**src/shared/rtc_cal_pkg.sv**
```systemverilog
// Constants, field layouts and carrier types for the calendar time registers
package rtc_cal_pkg;

    // ****************************************************************
    // Register offsets and field indices
    // ****************************************************************
    localparam int NUM_FIELDS = 6;
    localparam int IDX_SECONDS = 0;
    localparam int IDX_MINUTES = 1;
    localparam int IDX_HOURS = 2;
    localparam int IDX_DAY = 3;
    localparam int IDX_MONTH = 4;
    localparam int IDX_YEAR = 5;

    localparam logic [7:0] OFF_SECONDS = 8'h00;
    localparam logic [7:0] OFF_MINUTES = 8'h01;
    localparam logic [7:0] OFF_HOURS = 8'h02;
    localparam logic [7:0] OFF_DAY = 8'h03;
    localparam logic [7:0] OFF_MONTH = 8'h04;
    localparam logic [7:0] OFF_YEAR = 8'h05;
    localparam logic [7:0] FIELD_OFFSET [NUM_FIELDS] =
        '{OFF_SECONDS, OFF_MINUTES, OFF_HOURS, OFF_DAY, OFF_MONTH, OFF_YEAR};

    // ****************************************************************
    // Field layouts: writable bits per register
    // ****************************************************************
    localparam logic [7:0] MASK_SECONDS = 8'h7f;
    localparam logic [7:0] MASK_MINUTES = 8'h7f;
    localparam logic [7:0] MASK_HOURS = 8'h3f;
    localparam logic [7:0] MASK_DAY = 8'h3f;
    localparam logic [7:0] MASK_MONTH = 8'h1f;
    localparam logic [7:0] MASK_YEAR = 8'hff;
    localparam logic [7:0] FIELD_MASK [NUM_FIELDS] =
        '{MASK_SECONDS, MASK_MINUTES, MASK_HOURS, MASK_DAY, MASK_MONTH, MASK_YEAR};
    localparam logic [7:0] MASK_HOURS_READ = 8'hbf;
    localparam int AFTERNOON_FLAG_POS = 7;

    // ****************************************************************
    // Values after reset
    // ****************************************************************
    localparam logic [7:0] RST_SECONDS = 8'h00;
    localparam logic [7:0] RST_MINUTES = 8'h00;
    localparam logic [7:0] RST_HOURS = 8'h00;
    localparam logic [7:0] RST_DAY = 8'h01;
    localparam logic [7:0] RST_MONTH = 8'h01;
    localparam logic [7:0] RST_YEAR = 8'h00;
    localparam logic [7:0] FIELD_RESET [NUM_FIELDS] =
        '{RST_SECONDS, RST_MINUTES, RST_HOURS, RST_DAY, RST_MONTH, RST_YEAR};

    // ****************************************************************
    // Counting ranges in BCD
    // ****************************************************************
    localparam logic [7:0] MAX_SECONDS = 8'h59;
    localparam logic [7:0] MAX_MINUTES = 8'h59;
    localparam logic [7:0] MAX_HOURS = 8'h23;
    localparam logic [7:0] MAX_MONTH = 8'h12;
    localparam logic [7:0] MAX_YEAR = 8'h99;
    localparam logic [7:0] DAYS_28 = 8'h28;
    localparam logic [7:0] DAYS_29 = 8'h29;
    localparam logic [7:0] DAYS_30 = 8'h30;
    localparam logic [7:0] DAYS_31 = 8'h31;
    localparam logic [7:0] FIELD_MIN [NUM_FIELDS] =
        '{8'h00, 8'h00, 8'h00, 8'h01, 8'h01, 8'h00};
    localparam logic [3:0] BCD_UNITS_MAX = 4'h9;

    // Binary month numbers with short lengths, and hours per half day
    localparam logic [6:0] MONTH_FEB = 7'h02;
    localparam logic [6:0] MONTH_APR = 7'h04;
    localparam logic [6:0] MONTH_JUN = 7'h06;
    localparam logic [6:0] MONTH_SEP = 7'h09;
    localparam logic [6:0] MONTH_NOV = 7'h0b;
    localparam logic [6:0] HOURS_PER_HALF = 7'h0c;

    // ****************************************************************
    // Register port carrier
    // ****************************************************************
    typedef struct packed {
        logic [7:0] addr;
        logic wr_en;
        logic rd_en;
        logic [7:0] wdata;
    } reg_req_t;

endpackage

```
**src/verilog/bcd_field_step.sv**
```systemverilog
// One two-digit BCD calendar field advanced by one with wrap to its minimum
`timescale 1ns/100ps
module bcd_field_step (
    input wire logic [7:0] value_in,
    input wire logic [7:0] min_in,
    input wire logic [7:0] max_in,
    input wire logic step_in,
    output logic [7:0] value_out,
    output logic wrap_out
);

    // ****************************************************************
    // Increment
    // ****************************************************************
    // BCD order equals numeric order, so a plain compare finds the top
    wire at_max = value_in >= max_in;
    wire units_full = value_in[3:0] >= rtc_cal_pkg::BCD_UNITS_MAX;
    wire [3:0] tens_inc = value_in[7:4] + 4'h1;
    wire [3:0] units_inc = value_in[3:0] + 4'h1;
    wire [7:0] bumped = units_full ? {tens_inc, 4'h0} : {value_in[7:4], units_inc};
    wire [7:0] advanced = at_max ? min_in : bumped;

    assign value_out = step_in ? advanced : value_in;
    assign wrap_out = step_in && at_max;

endmodule

```
**src/verilog/rtc_calendar_time_registers.sv**
```systemverilog
// Calendar time registers: BCD time and date, counting, host access
`timescale 1ns/100ps

// Summary of operation
// - Seconds: tens bits 6-4 0-5, units 0-9
// - Minutes: tens bits 6-4 0-5, units 0-9
// - Hours: tens bits 5-4 0-2, units 0-9
// - Bit 7 afternoon in 12h, else zero
// - Day: tens bits 5-4 0-3, units 0-9
// - Month: tens bit 4, units bits 3-0
// - Months 01 to 12, January after reset
// - Day resets to the first
// - Mode bit picks 24h or 12h, undisturbed
// - Year two BCD digits, reset to zero
module rtc_calendar_time_registers (
    input wire logic clk_in,
    input wire logic reset_n_in,
    input wire rtc_cal_pkg::reg_req_t req_in,
    input wire logic second_tick_in,
    input wire logic rtc_running_in,
    input wire logic mode_12h_in,
    output logic [7:0] rd_data_out,
    output logic rd_valid_out
);

    // ****************************************************************
    // Conversions
    // ****************************************************************
    function automatic logic [6:0] bcd2bin(input logic [7:0] bcd);
        logic [6:0] tens;
        logic [6:0] units;
        tens = {3'h0, bcd[7:4]};
        units = {3'h0, bcd[3:0]};
        bcd2bin = 7'((tens * 7'd10) + units);
    endfunction

    function automatic logic [7:0] bin2bcd(input logic [6:0] bin);
        logic [6:0] tens;
        logic [6:0] units;
        tens = bin / 7'd10;
        units = bin % 7'd10;
        bin2bcd = {tens[3:0], units[3:0]};
    endfunction

    // ****************************************************************
    // Storage and step chain
    // ****************************************************************
    logic [7:0] cal_r [rtc_cal_pkg::NUM_FIELDS];
    logic [7:0] cal_nxt [rtc_cal_pkg::NUM_FIELDS];
    logic [7:0] stepped [rtc_cal_pkg::NUM_FIELDS];
    logic [7:0] wr_value [rtc_cal_pkg::NUM_FIELDS];
    logic [7:0] field_max [rtc_cal_pkg::NUM_FIELDS];
    logic [rtc_cal_pkg::NUM_FIELDS-1:0] step_en;
    logic [rtc_cal_pkg::NUM_FIELDS-1:0] wrap;
    logic [rtc_cal_pkg::NUM_FIELDS-1:0] wr_hit;
    logic [7:0] rd_data_r;
    logic [7:0] rd_data_nxt;
    logic rd_valid_r;

    // ****************************************************************
    // Month length
    // ****************************************************************
    wire [6:0] month_bin = bcd2bin(cal_r[rtc_cal_pkg::IDX_MONTH]);
    wire [6:0] year_bin = bcd2bin(cal_r[rtc_cal_pkg::IDX_YEAR]);
    // Two-digit year: every fourth year is leap, 2100 is out of reach
    wire leap_year = (year_bin[1:0] == 2'b00);
    wire short_month = (month_bin == rtc_cal_pkg::MONTH_APR) ||
        (month_bin == rtc_cal_pkg::MONTH_JUN) ||
        (month_bin == rtc_cal_pkg::MONTH_SEP) ||
        (month_bin == rtc_cal_pkg::MONTH_NOV);
    wire is_feb = (month_bin == rtc_cal_pkg::MONTH_FEB);
    wire [7:0] feb_len = leap_year ? rtc_cal_pkg::DAYS_29 : rtc_cal_pkg::DAYS_28;
    wire [7:0] month_len = is_feb ? feb_len :
        (short_month ? rtc_cal_pkg::DAYS_30 : rtc_cal_pkg::DAYS_31);

    assign field_max[rtc_cal_pkg::IDX_SECONDS] = rtc_cal_pkg::MAX_SECONDS;
    assign field_max[rtc_cal_pkg::IDX_MINUTES] = rtc_cal_pkg::MAX_MINUTES;
    assign field_max[rtc_cal_pkg::IDX_HOURS] = rtc_cal_pkg::MAX_HOURS;
    assign field_max[rtc_cal_pkg::IDX_DAY] = month_len;
    assign field_max[rtc_cal_pkg::IDX_MONTH] = rtc_cal_pkg::MAX_MONTH;
    assign field_max[rtc_cal_pkg::IDX_YEAR] = rtc_cal_pkg::MAX_YEAR;

    // ****************************************************************
    // Hours presentation
    // ****************************************************************
    // Hours are kept in 24h form; 12h form exists only at the port,
    // so a mode change never touches the running count
    wire [6:0] h24_bin = bcd2bin(cal_r[rtc_cal_pkg::IDX_HOURS]);
    wire h_is_pm = h24_bin >= rtc_cal_pkg::HOURS_PER_HALF;
    wire [6:0] h_half = h_is_pm ? 7'(h24_bin - rtc_cal_pkg::HOURS_PER_HALF) : h24_bin;
    wire [6:0] h12_bin = (h_half == 7'h00) ? rtc_cal_pkg::HOURS_PER_HALF : h_half;
    wire [7:0] h12_bcd = bin2bcd(h12_bin);
    wire [7:0] hours_rd_12 = {h_is_pm, 1'b0, h12_bcd[5:0]};
    wire [7:0] hours_rd_24 = cal_r[rtc_cal_pkg::IDX_HOURS] & rtc_cal_pkg::MASK_HOURS;
    wire [7:0] hours_rd = mode_12h_in ? hours_rd_12 : hours_rd_24;

    wire [6:0] hw_bin = bcd2bin({2'b00, req_in.wdata[5:0]});
    wire hw_pm = req_in.wdata[rtc_cal_pkg::AFTERNOON_FLAG_POS];
    wire [6:0] hw_base = (hw_bin == rtc_cal_pkg::HOURS_PER_HALF) ? 7'h00 : hw_bin;
    wire [6:0] hw_24 = hw_pm ? 7'(hw_base + rtc_cal_pkg::HOURS_PER_HALF) : hw_base;
    wire [7:0] hw_24_bcd = bin2bcd(hw_24);
    // Afternoon flag is dropped on writes in 24h mode
    wire [7:0] hours_wr = mode_12h_in ? hw_24_bcd :
        (req_in.wdata & rtc_cal_pkg::MASK_HOURS);

    assign step_en[rtc_cal_pkg::IDX_SECONDS] = second_tick_in && rtc_running_in;

    // ****************************************************************
    // Per-field counting and writing
    // ****************************************************************
    for (genvar i = 0; i < rtc_cal_pkg::NUM_FIELDS; i++) begin : g_field
        bcd_field_step u_step (
            .value_in(cal_r[i]),
            .min_in(rtc_cal_pkg::FIELD_MIN[i]),
            .max_in(field_max[i]),
            .step_in(step_en[i]),
            .value_out(stepped[i]),
            .wrap_out(wrap[i])
        );
        if (i > 0) begin : g_carry
            assign step_en[i] = wrap[i-1];
        end
        assign wr_hit[i] = req_in.wr_en && (req_in.addr == rtc_cal_pkg::FIELD_OFFSET[i]);
        if (i == rtc_cal_pkg::IDX_HOURS) begin : g_hours_wr
            assign wr_value[i] = hours_wr;
        end else begin : g_plain_wr
            assign wr_value[i] = req_in.wdata & rtc_cal_pkg::FIELD_MASK[i];
        end
        // A host write beats the count in the same cycle
        assign cal_nxt[i] = wr_hit[i] ? wr_value[i] : stepped[i];
        always_ff @(posedge clk_in or negedge reset_n_in) begin
            if (!reset_n_in) begin
                cal_r[i] <= rtc_cal_pkg::FIELD_RESET[i];
            end else begin
                cal_r[i] <= cal_nxt[i];
            end
        end
    end

    // ****************************************************************
    // Read path
    // ****************************************************************
    wire rd_is_hours = req_in.addr == rtc_cal_pkg::OFF_HOURS;
    wire rd_mapped = req_in.addr <= rtc_cal_pkg::OFF_YEAR;
    wire [2:0] rd_idx = req_in.addr[2:0];
    wire [7:0] rd_plain = rd_mapped ? cal_r[rd_idx] : 8'h00;
    assign rd_data_nxt = !req_in.rd_en ? rd_data_r :
        (rd_is_hours ? hours_rd : rd_plain);

    always_ff @(posedge clk_in or negedge reset_n_in) begin
        if (!reset_n_in) begin
            rd_data_r <= 8'h00;
            rd_valid_r <= 1'b0;
        end else begin
            rd_data_r <= rd_data_nxt;
            rd_valid_r <= req_in.rd_en;
        end
    end

    assign rd_data_out = rd_data_r;
    assign rd_valid_out = rd_valid_r;

    // ****************************************************************
    // Checks
    // ****************************************************************
    logic after_reset_r;
    logic rd_hours24_r;
    logic [7:0] rd_rsvd_r;

    always_ff @(posedge clk_in or negedge reset_n_in) begin
        if (!reset_n_in) begin
            after_reset_r <= 1'b0;
            rd_hours24_r <= 1'b0;
            rd_rsvd_r <= 8'h00;
        end else begin
            after_reset_r <= 1'b1;
            rd_hours24_r <= req_in.rd_en && rd_is_hours && !mode_12h_in;
            rd_rsvd_r <= !req_in.rd_en ? 8'h00 :
                (rd_is_hours ? ~rtc_cal_pkg::MASK_HOURS_READ :
                (rd_mapped ? ~rtc_cal_pkg::FIELD_MASK[rd_idx] : 8'hff));
        end
    end

    a_sec_range: assert property (@(posedge clk_in) disable iff (!reset_n_in)
        step_en[0] && !wr_hit[0] |=> cal_r[0][6:4] <= 3'd5 && cal_r[0][3:0] <= 4'h9)
        else $error("seconds left range after a step");

    a_min_carry: assert property (@(posedge clk_in) disable iff (!reset_n_in)
        step_en[1] && !wr_hit[1] && cal_r[1] == 8'h59 |=> cal_r[1] == 8'h00)
        else $error("minutes did not wrap from 59");

    a_hour_wrap: assert property (@(posedge clk_in) disable iff (!reset_n_in)
        step_en[2] && !wr_hit[2] && cal_r[2] == 8'h23 |-> step_en[3] ##1 cal_r[2] == 8'h00)
        else $error("hours did not wrap from 23 into day");

    a_pm_24h_zero: assert property (@(posedge clk_in) disable iff (!reset_n_in)
        rd_hours24_r |-> !rd_data_out[7])
        else $error("afternoon flag set in 24h mode");

    a_day_month_end: assert property (@(posedge clk_in) disable iff (!reset_n_in)
        step_en[3] && !wr_hit[3] && cal_r[3] == 8'h30 && cal_r[4] == 8'h04
        |=> cal_r[3] == 8'h01)
        else $error("day did not wrap after 30 April");

    a_month_wrap: assert property (@(posedge clk_in) disable iff (!reset_n_in)
        step_en[4] && !wr_hit[4] && cal_r[4] == 8'h12 |-> step_en[5] ##1 cal_r[4] == 8'h01)
        else $error("December did not wrap to January");

    a_reset_date: assert property (@(posedge clk_in) disable iff (!reset_n_in)
        !after_reset_r |-> cal_r[3] == 8'h01 && cal_r[4] == 8'h01 && cal_r[5] == 8'h00)
        else $error("wrong calendar after reset");

    a_mode_steady: assert property (@(posedge clk_in) disable iff (!reset_n_in)
        $changed(mode_12h_in) && !wr_hit[2] && !step_en[2] |=> $stable(cal_r[2]))
        else $error("mode change disturbed hours");

    a_tick_once: assert property (@(posedge clk_in) disable iff (!reset_n_in)
        !(second_tick_in && rtc_running_in) && !wr_hit[0] |=> $stable(cal_r[0]))
        else $error("seconds moved without a tick");

    a_rsvd_zero: assert property (@(posedge clk_in) disable iff (!reset_n_in)
        rd_valid_out |-> (rd_data_out & rd_rsvd_r) == 8'h00)
        else $error("reserved bits read nonzero");

    c_minute_carry: cover property (@(posedge clk_in) disable iff (!reset_n_in)
        step_en[1]);
    c_year_roll: cover property (@(posedge clk_in) disable iff (!reset_n_in)
        step_en[5] && cal_r[5] == 8'h99);
    c_leap_day: cover property (@(posedge clk_in) disable iff (!reset_n_in)
        cal_r[3] == 8'h29 && cal_r[4] == 8'h02);
    c_pm_read: cover property (@(posedge clk_in) disable iff (!reset_n_in)
        rd_valid_out && rd_data_out[7]);

endmodule

```
**config.mk**
```make
export PLATFORM = sky130hd
export DESIGN_NAME = rtc_calendar_time_registers
export DESIGN_NICKNAME = d
export VERILOG_FILES = /design/src/shared/rtc_cal_pkg.sv /design/src/verilog/bcd_field_step.sv /design/src/verilog/rtc_calendar_time_registers.sv
export SDC_FILE = /design/constraint.sdc
export NUM_CORES = 1
export LEC_CHECK = 0
export BUFFER_PORTS_ARGS = -buffer_cell sky130_fd_sc_hd__buf_2
export CORE_UTILIZATION = 37
export DETAILED_ROUTE_END_ITERATION = 12
export GPL_TIMING_DRIVEN = 0
export SYNTH_ARGS = -nofsm -noshare
export SYNTH_HDL_FRONTEND = slang
export SYNTH_SLANG_ARGS = --single-unit
```
**constraint.sdc**
```tcl
create_clock -name clk_in -period 7.4 [get_ports clk_in]
set_input_delay 2.22 -clock clk_in [delete_from_list [all_inputs] [get_ports clk_in]]
set_output_delay 2.22 -clock clk_in [all_outputs]
set_load 0.01 [all_outputs]
```
==> results of run 1 <==
## power breakdown
| part | internal, uW | switching [uW] |
|---|---|---|
| Combinational | 240 | 301 |
| Clock | 231 | 142 |
| Sequential | 340 | 45.0 |
## synth_stat cells, types with 4 or more instances
master | instances | share of area, %
nand3_1 | 27 | 2.3
a211oi_1 | 9 | 1.2
or3_1 | 6 | 0.65
or2_2 | 4 | 0.43
nor3b_1 | 4 | 0.52
o22ai_1 | 14 | 1.5
a41oi_1 | 4 | 0.61
a211o_1 | 4 | 0.61
o31ai_1 | 6 | 0.78
mux2i_1 | 15 | 2.6
nor4b_1 | 6 | 0.91
clkbuf_1 | 17 | 1.1
and2_1 | 10 | 1.1
nor3_1 | 16 | 1.4
dfrtp_1 | 55 | 24
inv_1 | 57 | 3.7
nor2b_1 | 9 | 0.97
fa_1 | 5 | 1.7
a21boi_0 | 8 | 1.0
xor2_1 | 9 | 1.4
a221o_1 | 7 | 1.2
a21o_1 | 9 | 1.2
nand4_1 | 5 | 0.54
nand2_1 | 70 | 4.5
o21ai_0 | 45 | 3.9
a22oi_1 | 10 | 1.3
and3_1 | 8 | 0.87
a31oi_1 | 10 | 1.1
ha_1 | 56 | 12
nor2_1 | 60 | 3.9
a21oi_1 | 50 | 4.3
xnor2_1 | 7 | 1.1
nand2b_1 | 13 | 1.4
mux4_2 | 8 | 3.1
## flip-flops by register name, indices dropped and copies added (netlist names)
name and flops:
rd_data_out 8, cal_r 48, rd_valid_out 1
## through the flow
step / util, % / cell area, sq um / hold slack, ns / setup WS (ns)
floorplan: - / 5780 / 0.503 / 0.998
global placement: 40.5 / 6160 / 0.497 / 0.300
detailed placement: 40.6 / 6180 / 0.509 / 0.210
CTS: 42.4 / 6440 / 0.520 / 0.354
global route: 42.5 / 6460 / 0.557 / 0.00878
finish: 42.5 / 6460 / 0.518 / 0.482
## how the worst max path moves through the flow
stage                         start              to
after detailed placement  req_in[2]       cal_r[26]
after global routing      cal_r[28]  rd_data_out[2]
final                     cal_r[29]  rd_data_out[2]
after CTS                 cal_r[28]  rd_data_out[2]
after floorplan           req_in[1]       cal_r[26]
after global placement    req_in[2]       cal_r[26]
## kinds of logic (layout without fill, tap and decap cells)
group	count (synthesis)	after routing
AO/OA/AOI/OAI	216	216
XOR/XNOR	18	18
adder cells (fa/ha/maj)	61	61
buffers and inverters	79	125
flip-flops	57	57
multiplexers	25	25
AND/OR/NAND/NOR	250	250
## per-layer routing
layer	track usage (%)	part of all wire (%)	up-vias
met5	0	0	-
met2	33.6	46	143
met1	28.1	47	2700
met3	3.69	4.4	25
met4	6.37	2.0	0
li1	-	-	2682
## final cells by class
class / count / area [sq um] / area share [%]
multi-input cells: 570 / 4060 / 62.9
flip-flops and latches: 57 / 1430 / 22.1
clock buffers: 11 / 243 / 3.76
well taps: 188 / 235 / 3.64
inverters: 58 / 218 / 3.37
repair buffers: 31 / 166 / 2.58
plain buffers: 21 / 86.3 / 1.34
clock inverters: 4 / 20.0 / 0.310
## worst max-delay path, delay by kind of cell, from the launching register on
family,cells,cell delay (ns)
flip-flops,1,0.49
AO/OA/AOI/OAI,10,2.16
multiplexers,1,0.33
adder cells (fa/ha/maj),7,1.89
AND/OR/NAND/NOR,8,1.37
XOR/XNOR,2,0.40
buffers and inverters,3,0.21
## what timing repair did
item                                    in CTS  in global routing
setup buffers                                0                  1
resized for setup                            0                  1
endpoints found under the setup margin       0                  4
==> results_dict.tcl, run 1 <==
set metrics [dict create \
    synth_compound_area_share_pct 25.7 \
    syn-num-nets 790 \
    min_from "rd_data_out[5]" \
    synth_cells 706 \
    antenna_cells 0 \
    r2r_start "cal_r[29]" \
    hold_end "rd_data_out[5]" \
    clk_latency_ns 0.33 \
    nets 832 \
    yosys.area_share.xor_xnor_pct 2.99 \
    cts_root_buf "clkbuf_16" \
    synthesis.area_sq_mm 0.00578 \
    synth-main-ff-cell "dfrtp_1" \
    route.detailed.drc 0 \
    wirelength_mm 16.1 \
    vdd_drop_max_mv 0.109 \
    drt-initial-drc-count 440 \
    finalSetupViolCount 0 \
    synth_top_family_by_area "compound AO/OA/AOI/OAI gates" \
    max-slew-margin-rel_pct 30.9 \
    clk_pin_slew_ns 0.05 \
    fill_cells 1505 \
    drv_cap 0 \
    tritoncts "built" \
    vias 5550 \
    worst_ep_required_time_ns 7.66 \
    yosys_warnings 0 \
    start_kind "flop" \
    placed_cells 924 \
    die_x_um 127 \
    viasPerCell 5.90 \
    hold_violations 0 \
    ant_nets 0 \
    crit_type "flop to flop" \
    rsz0062_at_grt "no" \
    final_cell_mix "nand2_1, nor2_1, inv_1" \
    finalSetupTns_ns 0 \
    hp-class "flop to flop" \
    clock_sinks 57 \
    crit_arrival_ns 7.18 \
    status "finished, final reports clean" \
    syn_to_final_growth_pct 11.6 \
    final.min_clock_period_ns 6.92 \
    place.gp.congestion 0.907 \
    start_util_pct 38.0 \
    grt_pass1_vias 5268 \
    tightest_slew_ns 1.01 \
    fin_skew_ns 0.00517 \
    io_pins 32 \
    maxSlewViolCount 0 \
    wl_per_cell_um 17.1 \
    synth-seq-cells 57 \
    cts_buffer_depth 2 \
    rows 45 \
    coreArea_sq_mm 0.0152 \
    critPathCaptureType "flop" \
    grt_usage_pct 20.7 \
    finalCritPeriodShare_pct 93.5 \
    synthAdderAreaFrac_pct 13.8 \
    synthSimpleGateAreaFrac_pct 21.3 \
    final_layout_size_suffix_gt1_share_pct 10.5 \
    grt_pass1_wl_mm 26.6 \
    cp_slowest_cell "dfrtp_1" \
    grt_antenna_before_repair 0 \
    rrSetupSlack_ns 0.48 \
    fmax_mhz 145 \
    chipHeight_um 127 \
    p_leak_uw 0.00286 \
    path_max_fanout 8 \
    grt-ovfl-total 0 \
    drtPass1Iterations 4 \
    syn_area_per_cell_sq_um 8.19 \
    synthMuxAreaShare_pct 6.17 \
    synth_edf_count 0 \
    layout_commonest_cell "nand2_1" \
    place_hpwl_mm 12.3 \
    synthDistinctLibCells 79 \
    reg2reg_to "rd_data_out[2]" \
    whs_path_depth 2 \
    power_density_mw_per_mm2 201 \
    reg2reg_depth 31 \
    grt_max_degree 58 \
    dieArea_sq_mm 0.0161 \
    cts_buffers 9 \
    stdcell_count 940 \
    power.total_uw 1300 \
    io_buffer_count 29 \
    crit_path_max_incr_delay_ns 0.49 \
    htreeDepth 3 \
    crit_path_frequent_cell "ha_1" \
    cts_hold_buf 0 \
    synthArstFlopShare_pct 100 \
    yosysSeqAreaShare_pct 24.7 \
]
(Power assumes the default switching activity.)
==> run 2, diff against run 1 <==
--- a/config.mk
+++ b/config.mk
@@ -9,6 +9,8 @@
 export CORE_UTILIZATION = 37
 export DETAILED_ROUTE_END_ITERATION = 12
 export GPL_TIMING_DRIVEN = 0
+export RECOVER_POWER = 50
+export SLEW_MARGIN = 10
 export SYNTH_ARGS = -nofsm -noshare
 export SYNTH_HDL_FRONTEND = slang
 export SYNTH_SLANG_ARGS = --single-unit
==> results_dict.tcl, run 2 (synthesized netlist as in run 1, its figures left out) <==
set metrics [dict create \
    rrSetupSlack_ns 0.50 \
    coreArea_sq_mm 0.0152 \
    power_density_mw_per_mm2 205 \
    syn_to_final_growth_pct 11.8 \
    place.gp.congestion 0.907 \
    whs_ns 0.521 \
    cts_buffer_depth 2 \
    maxSlewViolCount 58 \
    dieArea_sq_mm 0.0161 \
    power_frac_comb_pct 40.6 \
    p_seq_share_pct 29.0 \
    vias 5546 \
    min_from "rd_data_out[0]" \
    ant_nets 0 \
    r2r_start "cal_r[29]" \
    max-slew-margin-rel_pct -116 \
    hp-class "flop to flop" \
    vdd_drop_max_mv 0.110 \
    htreeDepth 3 \
    switching_share_pct 37.2 \
    crit_path_max_incr_delay_ns 0.49 \
    grt_pass1_vias 5317 \
    violations "max-capacitance violations, max-slew violations" \
    finalSetupViolCount 0 \
    io_buffer_count 29 \
    cp_slowest_cell "dfrtp_1" \
    worst_ep_required_time_ns 7.66 \
    p_int_uw 833 \
    final.min_clock_period_ns 6.90 \
    layout_commonest_cell "nand2_1" \
    nets 832 \
    fin_skew_ns 0.0115 \
    hold_violations 0 \
    rows 45 \
    largest-register "cal_r" \
    clk_pin_slew_ns 0.05 \
    wirelength_mm 16.2 \
    start_kind "flop" \
    cts_buffers 9 \
    preCtsSetupSlack_ns 0.179 \
    crit_arrival_ns 7.16 \
    clock_sinks 57 \
    path_max_fanout 8 \
    route.detailed.drc 0 \
    final_layout_size_suffix_gt1_share_pct 9.97 \
    status "finished with violations" \
    die_x_um 127 \
    final_cell_mix "nand2_1, nor2_1, inv_1" \
    grt_usage_pct 20.8 \
    viasPerCell 5.90 \
    drv_cap 1 \
    cts_root_buf "clkbuf_16" \
    crit_path_frequent_cell "ha_1" \
    largest_reg_flops 48 \
    fmax_mhz 145 \
    reg2reg_to "rd_data_out[2]" \
    wl_per_cell_um 17.2 \
    clockPowerShare_pct 30.4 \
    tightest_slew_ns 3.23 \
    drtPass1Iterations 5 \
    p_sw_uw 494 \
    grt_pass1_wl_mm 26.7 \
    start_util_pct 38.0 \
    power.total_uw 1330 \
    antenna_cells 0 \
    grt_max_degree 58 \
    tritoncts "built" \
    place_area_sq_mm 0.00617 \
    stdcell_area_sq_mm 0.00646 \
    io_pins 32 \
    drt-initial-drc-count 422 \
    hold_end "rd_data_out[0]" \
    clk_latency_ns 0.34 \
    critPathCaptureType "flop" \
    p_leak_uw 0.00284 \
    finalSetupTns_ns 0 \
    chipHeight_um 127 \
    whs_path_depth 2 \
    rsz0062_at_grt "no" \
    place_hpwl_mm 12.3 \
    fin_ws_ns 0.501 \
    crit_type "flop to flop" \
    reg2reg_depth 31 \
    finalCritPeriodShare_pct 93.2 \
    grt_antenna_before_repair 0 \
    grt-ovfl-total 0 \
]
-- run 2: cell types whose count changed in the layout (fill, tap and decap cells not counted), sizes merged --
| cell | before | now |
|---|---|---|
| bufinv | 0 | 1 |
| clkinv | 5 | 4 |
| buf | 34 | 31 |
| clkdlybuf4s15 | 1 | 0 |
| clkbuf | 28 | 32 |
-- run 2: through the flow --
step	util [%]	cells
4_1_cts	42.4	939
3_3_place_gp	40.5	923
2_1_floorplan	-	706
3_5_place_dp	40.6	924
6_report	42.5	940
5_1_grt	42.5	940
-- run 2: cell type report --
class | count | area (sq um)
tap | 188 | 235
sequential | 57 | 1430
timing repair buffer | 31 | 151
clock inverter | 4 | 45.0
fill | 1543 | 8740
multi-input combinational | 570 | 4070
buffer | 21 | 86.3
clock buffer | 11 | 233
inverter | 58 | 218
-- run 2: critical path: cells and delay by family, from the launching register on --
| family | cells | cell delay (ns) |
|---|---|---|
| xor gates and xnor gates | 2 | 0.45 |
| adders and majority gates | 7 | 1.94 |
| muxes | 1 | 0.33 |
| AOI/OAI and AO/OA | 9 | 1.71 |
| buffers and inverters | 3 | 0.21 |
| and+or+nand+nor | 9 | 1.71 |
| DFF | 1 | 0.49 |
-- run 2: worst max path at each step --
stage / from / endpoint / slack [ns] / cells past startpoint
2_1_floorplan: req_in[1] / cal_r[26] / 1.0 / 20
3_3_place_gp: req_in[2] / cal_r[26] / 0.30 / 20
3_5_place_dp: req_in[2] / cal_r[26] / 0.18 / 20
4_1_cts: cal_r[28] / rd_data_out[2] / 0.37 / 31
5_1_grt: req_in[2] / cal_r[26] / 0.009 / 21
6_report: cal_r[29] / rd_data_out[2] / 0.50 / 31
-- run 2: per-layer routing --
layer	part of all wire, %	track usage [%]	wire, um	vias up
met5	0	0	0	-
met3	5.2	3.81	837	21
met4	1.6	4.83	256	0
met2	47	35.2	7560	159
met1	47	27.6	7520	2682
li1	-	-	-	2684
-- run 2: repair_timing --
action                                  in CTS  in global routing
endpoints found under the setup margin       0                  6
buffers inserted                             0                  1
resized for setup                            0                  3
hold buffers                                 0                  0
-- run 2: power groups by stage --
stage	Combinational, uW	Clock (uW)	Sequential, uW
after floorplan	419	0	374
after global placement	510	0	388
after detailed placement	530	0	389
after CTS	534	408	384
after global routing	603	421	389
final	539	404	384
==> run 3, diff against run 2 <==
--- a/config.mk
+++ b/config.mk
@@ -6,7 +6,7 @@
 export NUM_CORES = 1
 export LEC_CHECK = 0
 export BUFFER_PORTS_ARGS = -buffer_cell sky130_fd_sc_hd__buf_2
-export CORE_UTILIZATION = 37
+export CORE_UTILIZATION = 25
 export DETAILED_ROUTE_END_ITERATION = 12
 export GPL_TIMING_DRIVEN = 0
 export RECOVER_POWER = 50
==> constraint.sdc (replaced) <==
create_clock -name clk_in -period 7.6 [get_ports clk_in]
set_input_delay 2.28 -clock clk_in [delete_from_list [all_inputs] [get_ports clk_in]]
set_output_delay 2.28 -clock clk_in [all_outputs]
set_load 0.005 [all_outputs]
==> results_dict.tcl, run 3 (synthesized netlist as in run 1, its figures left out) <==
set metrics [dict create \
    finalCritPeriodShare_pct 93.4 \
    final_util_pct 29.2 \
    crit_path_max_incr_delay_ns 0.50 \
    crit_arrival_ns 7.36 \
    worst_ep_required_time_ns 7.86 \
    dieArea_sq_mm 0.0237 \
    hold_violations 0 \
    ant_nets 0 \
    hp-class "flop to flop" \
    final_layout_size_suffix_gt1_share_pct 9.57 \
    maxSlewViolCount 58 \
    largest-register "cal_r" \
    cts_setup_buffers 0 \
    cts_buffers 9 \
    cts_resized 0 \
    largest_reg_flops 48 \
    p_leak_uw 0.00285 \
    critPathCaptureType "flop" \
    place_hpwl_mm 12.2 \
    cts_root_buf "clkbuf_16" \
    clk_pin_slew_ns 0.05 \
    max-slew-margin-rel_pct -114 \
    cts_hold_buf 0 \
    io_buffer_count 29 \
    antenna_cells 0 \
    final_cell_mix "nand2_1, nor2_1, inv_1" \
    finalSetupTns_ns 0 \
    drtPass1Iterations 7 \
    final.min_clock_period_ns 7.10 \
    grt_pass1_wl_mm 26.6 \
    start_kind "flop" \
    cts_buffer_depth 2 \
    start_util_pct 25.5 \
    die_x_um 154 \
    wl_met1_mm 7.88 \
    cp_slowest_cell "dfrtp_1" \
    htreeDepth 3 \
    crit_path_frequent_cell "ha_1" \
    grt_usage_pct 14.0 \
    tritoncts "built" \
    drv_cap 1 \
    whs_ns 0.516 \
    grt_pass1_vias 5175 \
    layout_commonest_cell "nand2_1" \
    fin_skew_ns 0.0121 \
    io_pins 32 \
    place.gp.congestion 0.850 \
    vias 5369 \
    fmax_mhz 141 \
    wl_per_cell_um 15.7 \
    drt-initial-drc-count 355 \
    path_max_fanout 7 \
    syn_to_final_growth_pct 14.2 \
    routed.top_layer "met4" \
    power_density_mw_per_mm2 201 \
    grt_antenna_before_repair 0 \
    coreArea_sq_mm 0.0226 \
    finalSetupViolCount 0 \
    violations "max-capacitance violations, max-slew violations" \
    clock_sinks 57 \
    wl_met3_um 860 \
    tightest_slew_ns 3.21 \
    grt_max_degree 58 \
    vdd_drop_max_mv 0.0849 \
    grt-ovfl-total 0 \
    power.total_uw 1330 \
    route.detailed.drc 0 \
    clk_latency_ns 0.34 \
    chipHeight_um 154 \
    preCtsSetupSlack_ns 0.237 \
    nets 831 \
    rows 55 \
    viasPerCell 5.18 \
    crit_type "flop to flop" \
    wirelength_mm 16.3 \
    fin_ws_ns 0.504 \
    rsz0062_at_grt "no" \
    status "finished with violations" \
    dr_wl_met2_mm 7.32 \
]
==> run 3: power breakdown <==
group	internal [uW]	switching, uW
clock network	295	143
logic	227	289
registers	331	43.5
total	853	476
==> run 3: critical path: cells and delay by family, from the launching register on <==
| kind | cells | cell delay [ns] |
|---|---|---|
| flip-flops | 1 | 0.50 |
| multiplexers | 1 | 0.33 |
| AND/OR/NAND/NOR | 7 | 1.20 |
| XOR/XNOR | 3 | 0.76 |
| buffers and inverters | 4 | 0.34 |
| AO/OA/AOI/OAI | 9 | 2.01 |
| adder cells (fa/ha/maj) | 7 | 1.87 |
==> run 3: per-layer routing <==
layer | GRT usage, % | vias up
li1 | - | 2682
met2 | 22.1 | 128
met1 | 19.4 | 2542
met4 | 4.33 | 0
met5 | 0 | -
met3 | 2.51 | 17
==> run 3: path summary, 6_finish.rpt <==
kind / cells past startpoint / to / slack (ns) / start
worst max-delay path: 31 / rd_data_out[2] / 0.50 / cal_r[25]
worst min-delay path: 2 / rd_data_out[6] / 0.52 / rd_data_out[6]
worst max register to register: 31 / rd_data_out[2] / 0.50 / cal_r[25]
worst min register to register: 2 / rd_data_out[6] / 0.52 / rd_data_out[6]
max in group asynchronous: 1 / cal_r[38] / 2.77 / reset_n_in
min in group asynchronous: 1 / cal_r[11] / 3.02 / reset_n_in
==> run 3: stage by stage <==
| stage | area (sq um) | std cells |
|---|---|---|
| finish | 6610 | 1037 |
| global route | 6610 | 1037 |
| CTS | 6610 | 1037 |
| detailed placement | 6290 | 1021 |
| global placement | 6280 | 1020 |
| floorplan | 5780 | 706 |
==> run 3: area by class of cell <==
type                       instances  area, sq um
tap                              285          357
clock buffer                      11          243
inverter                          58          218
buffer                            21         86.3
timing repair buffer              30          143
fill                            2417        16000
clock inverter                     5         78.8
sequential                        57         1430
multi-input combinational        570         4050
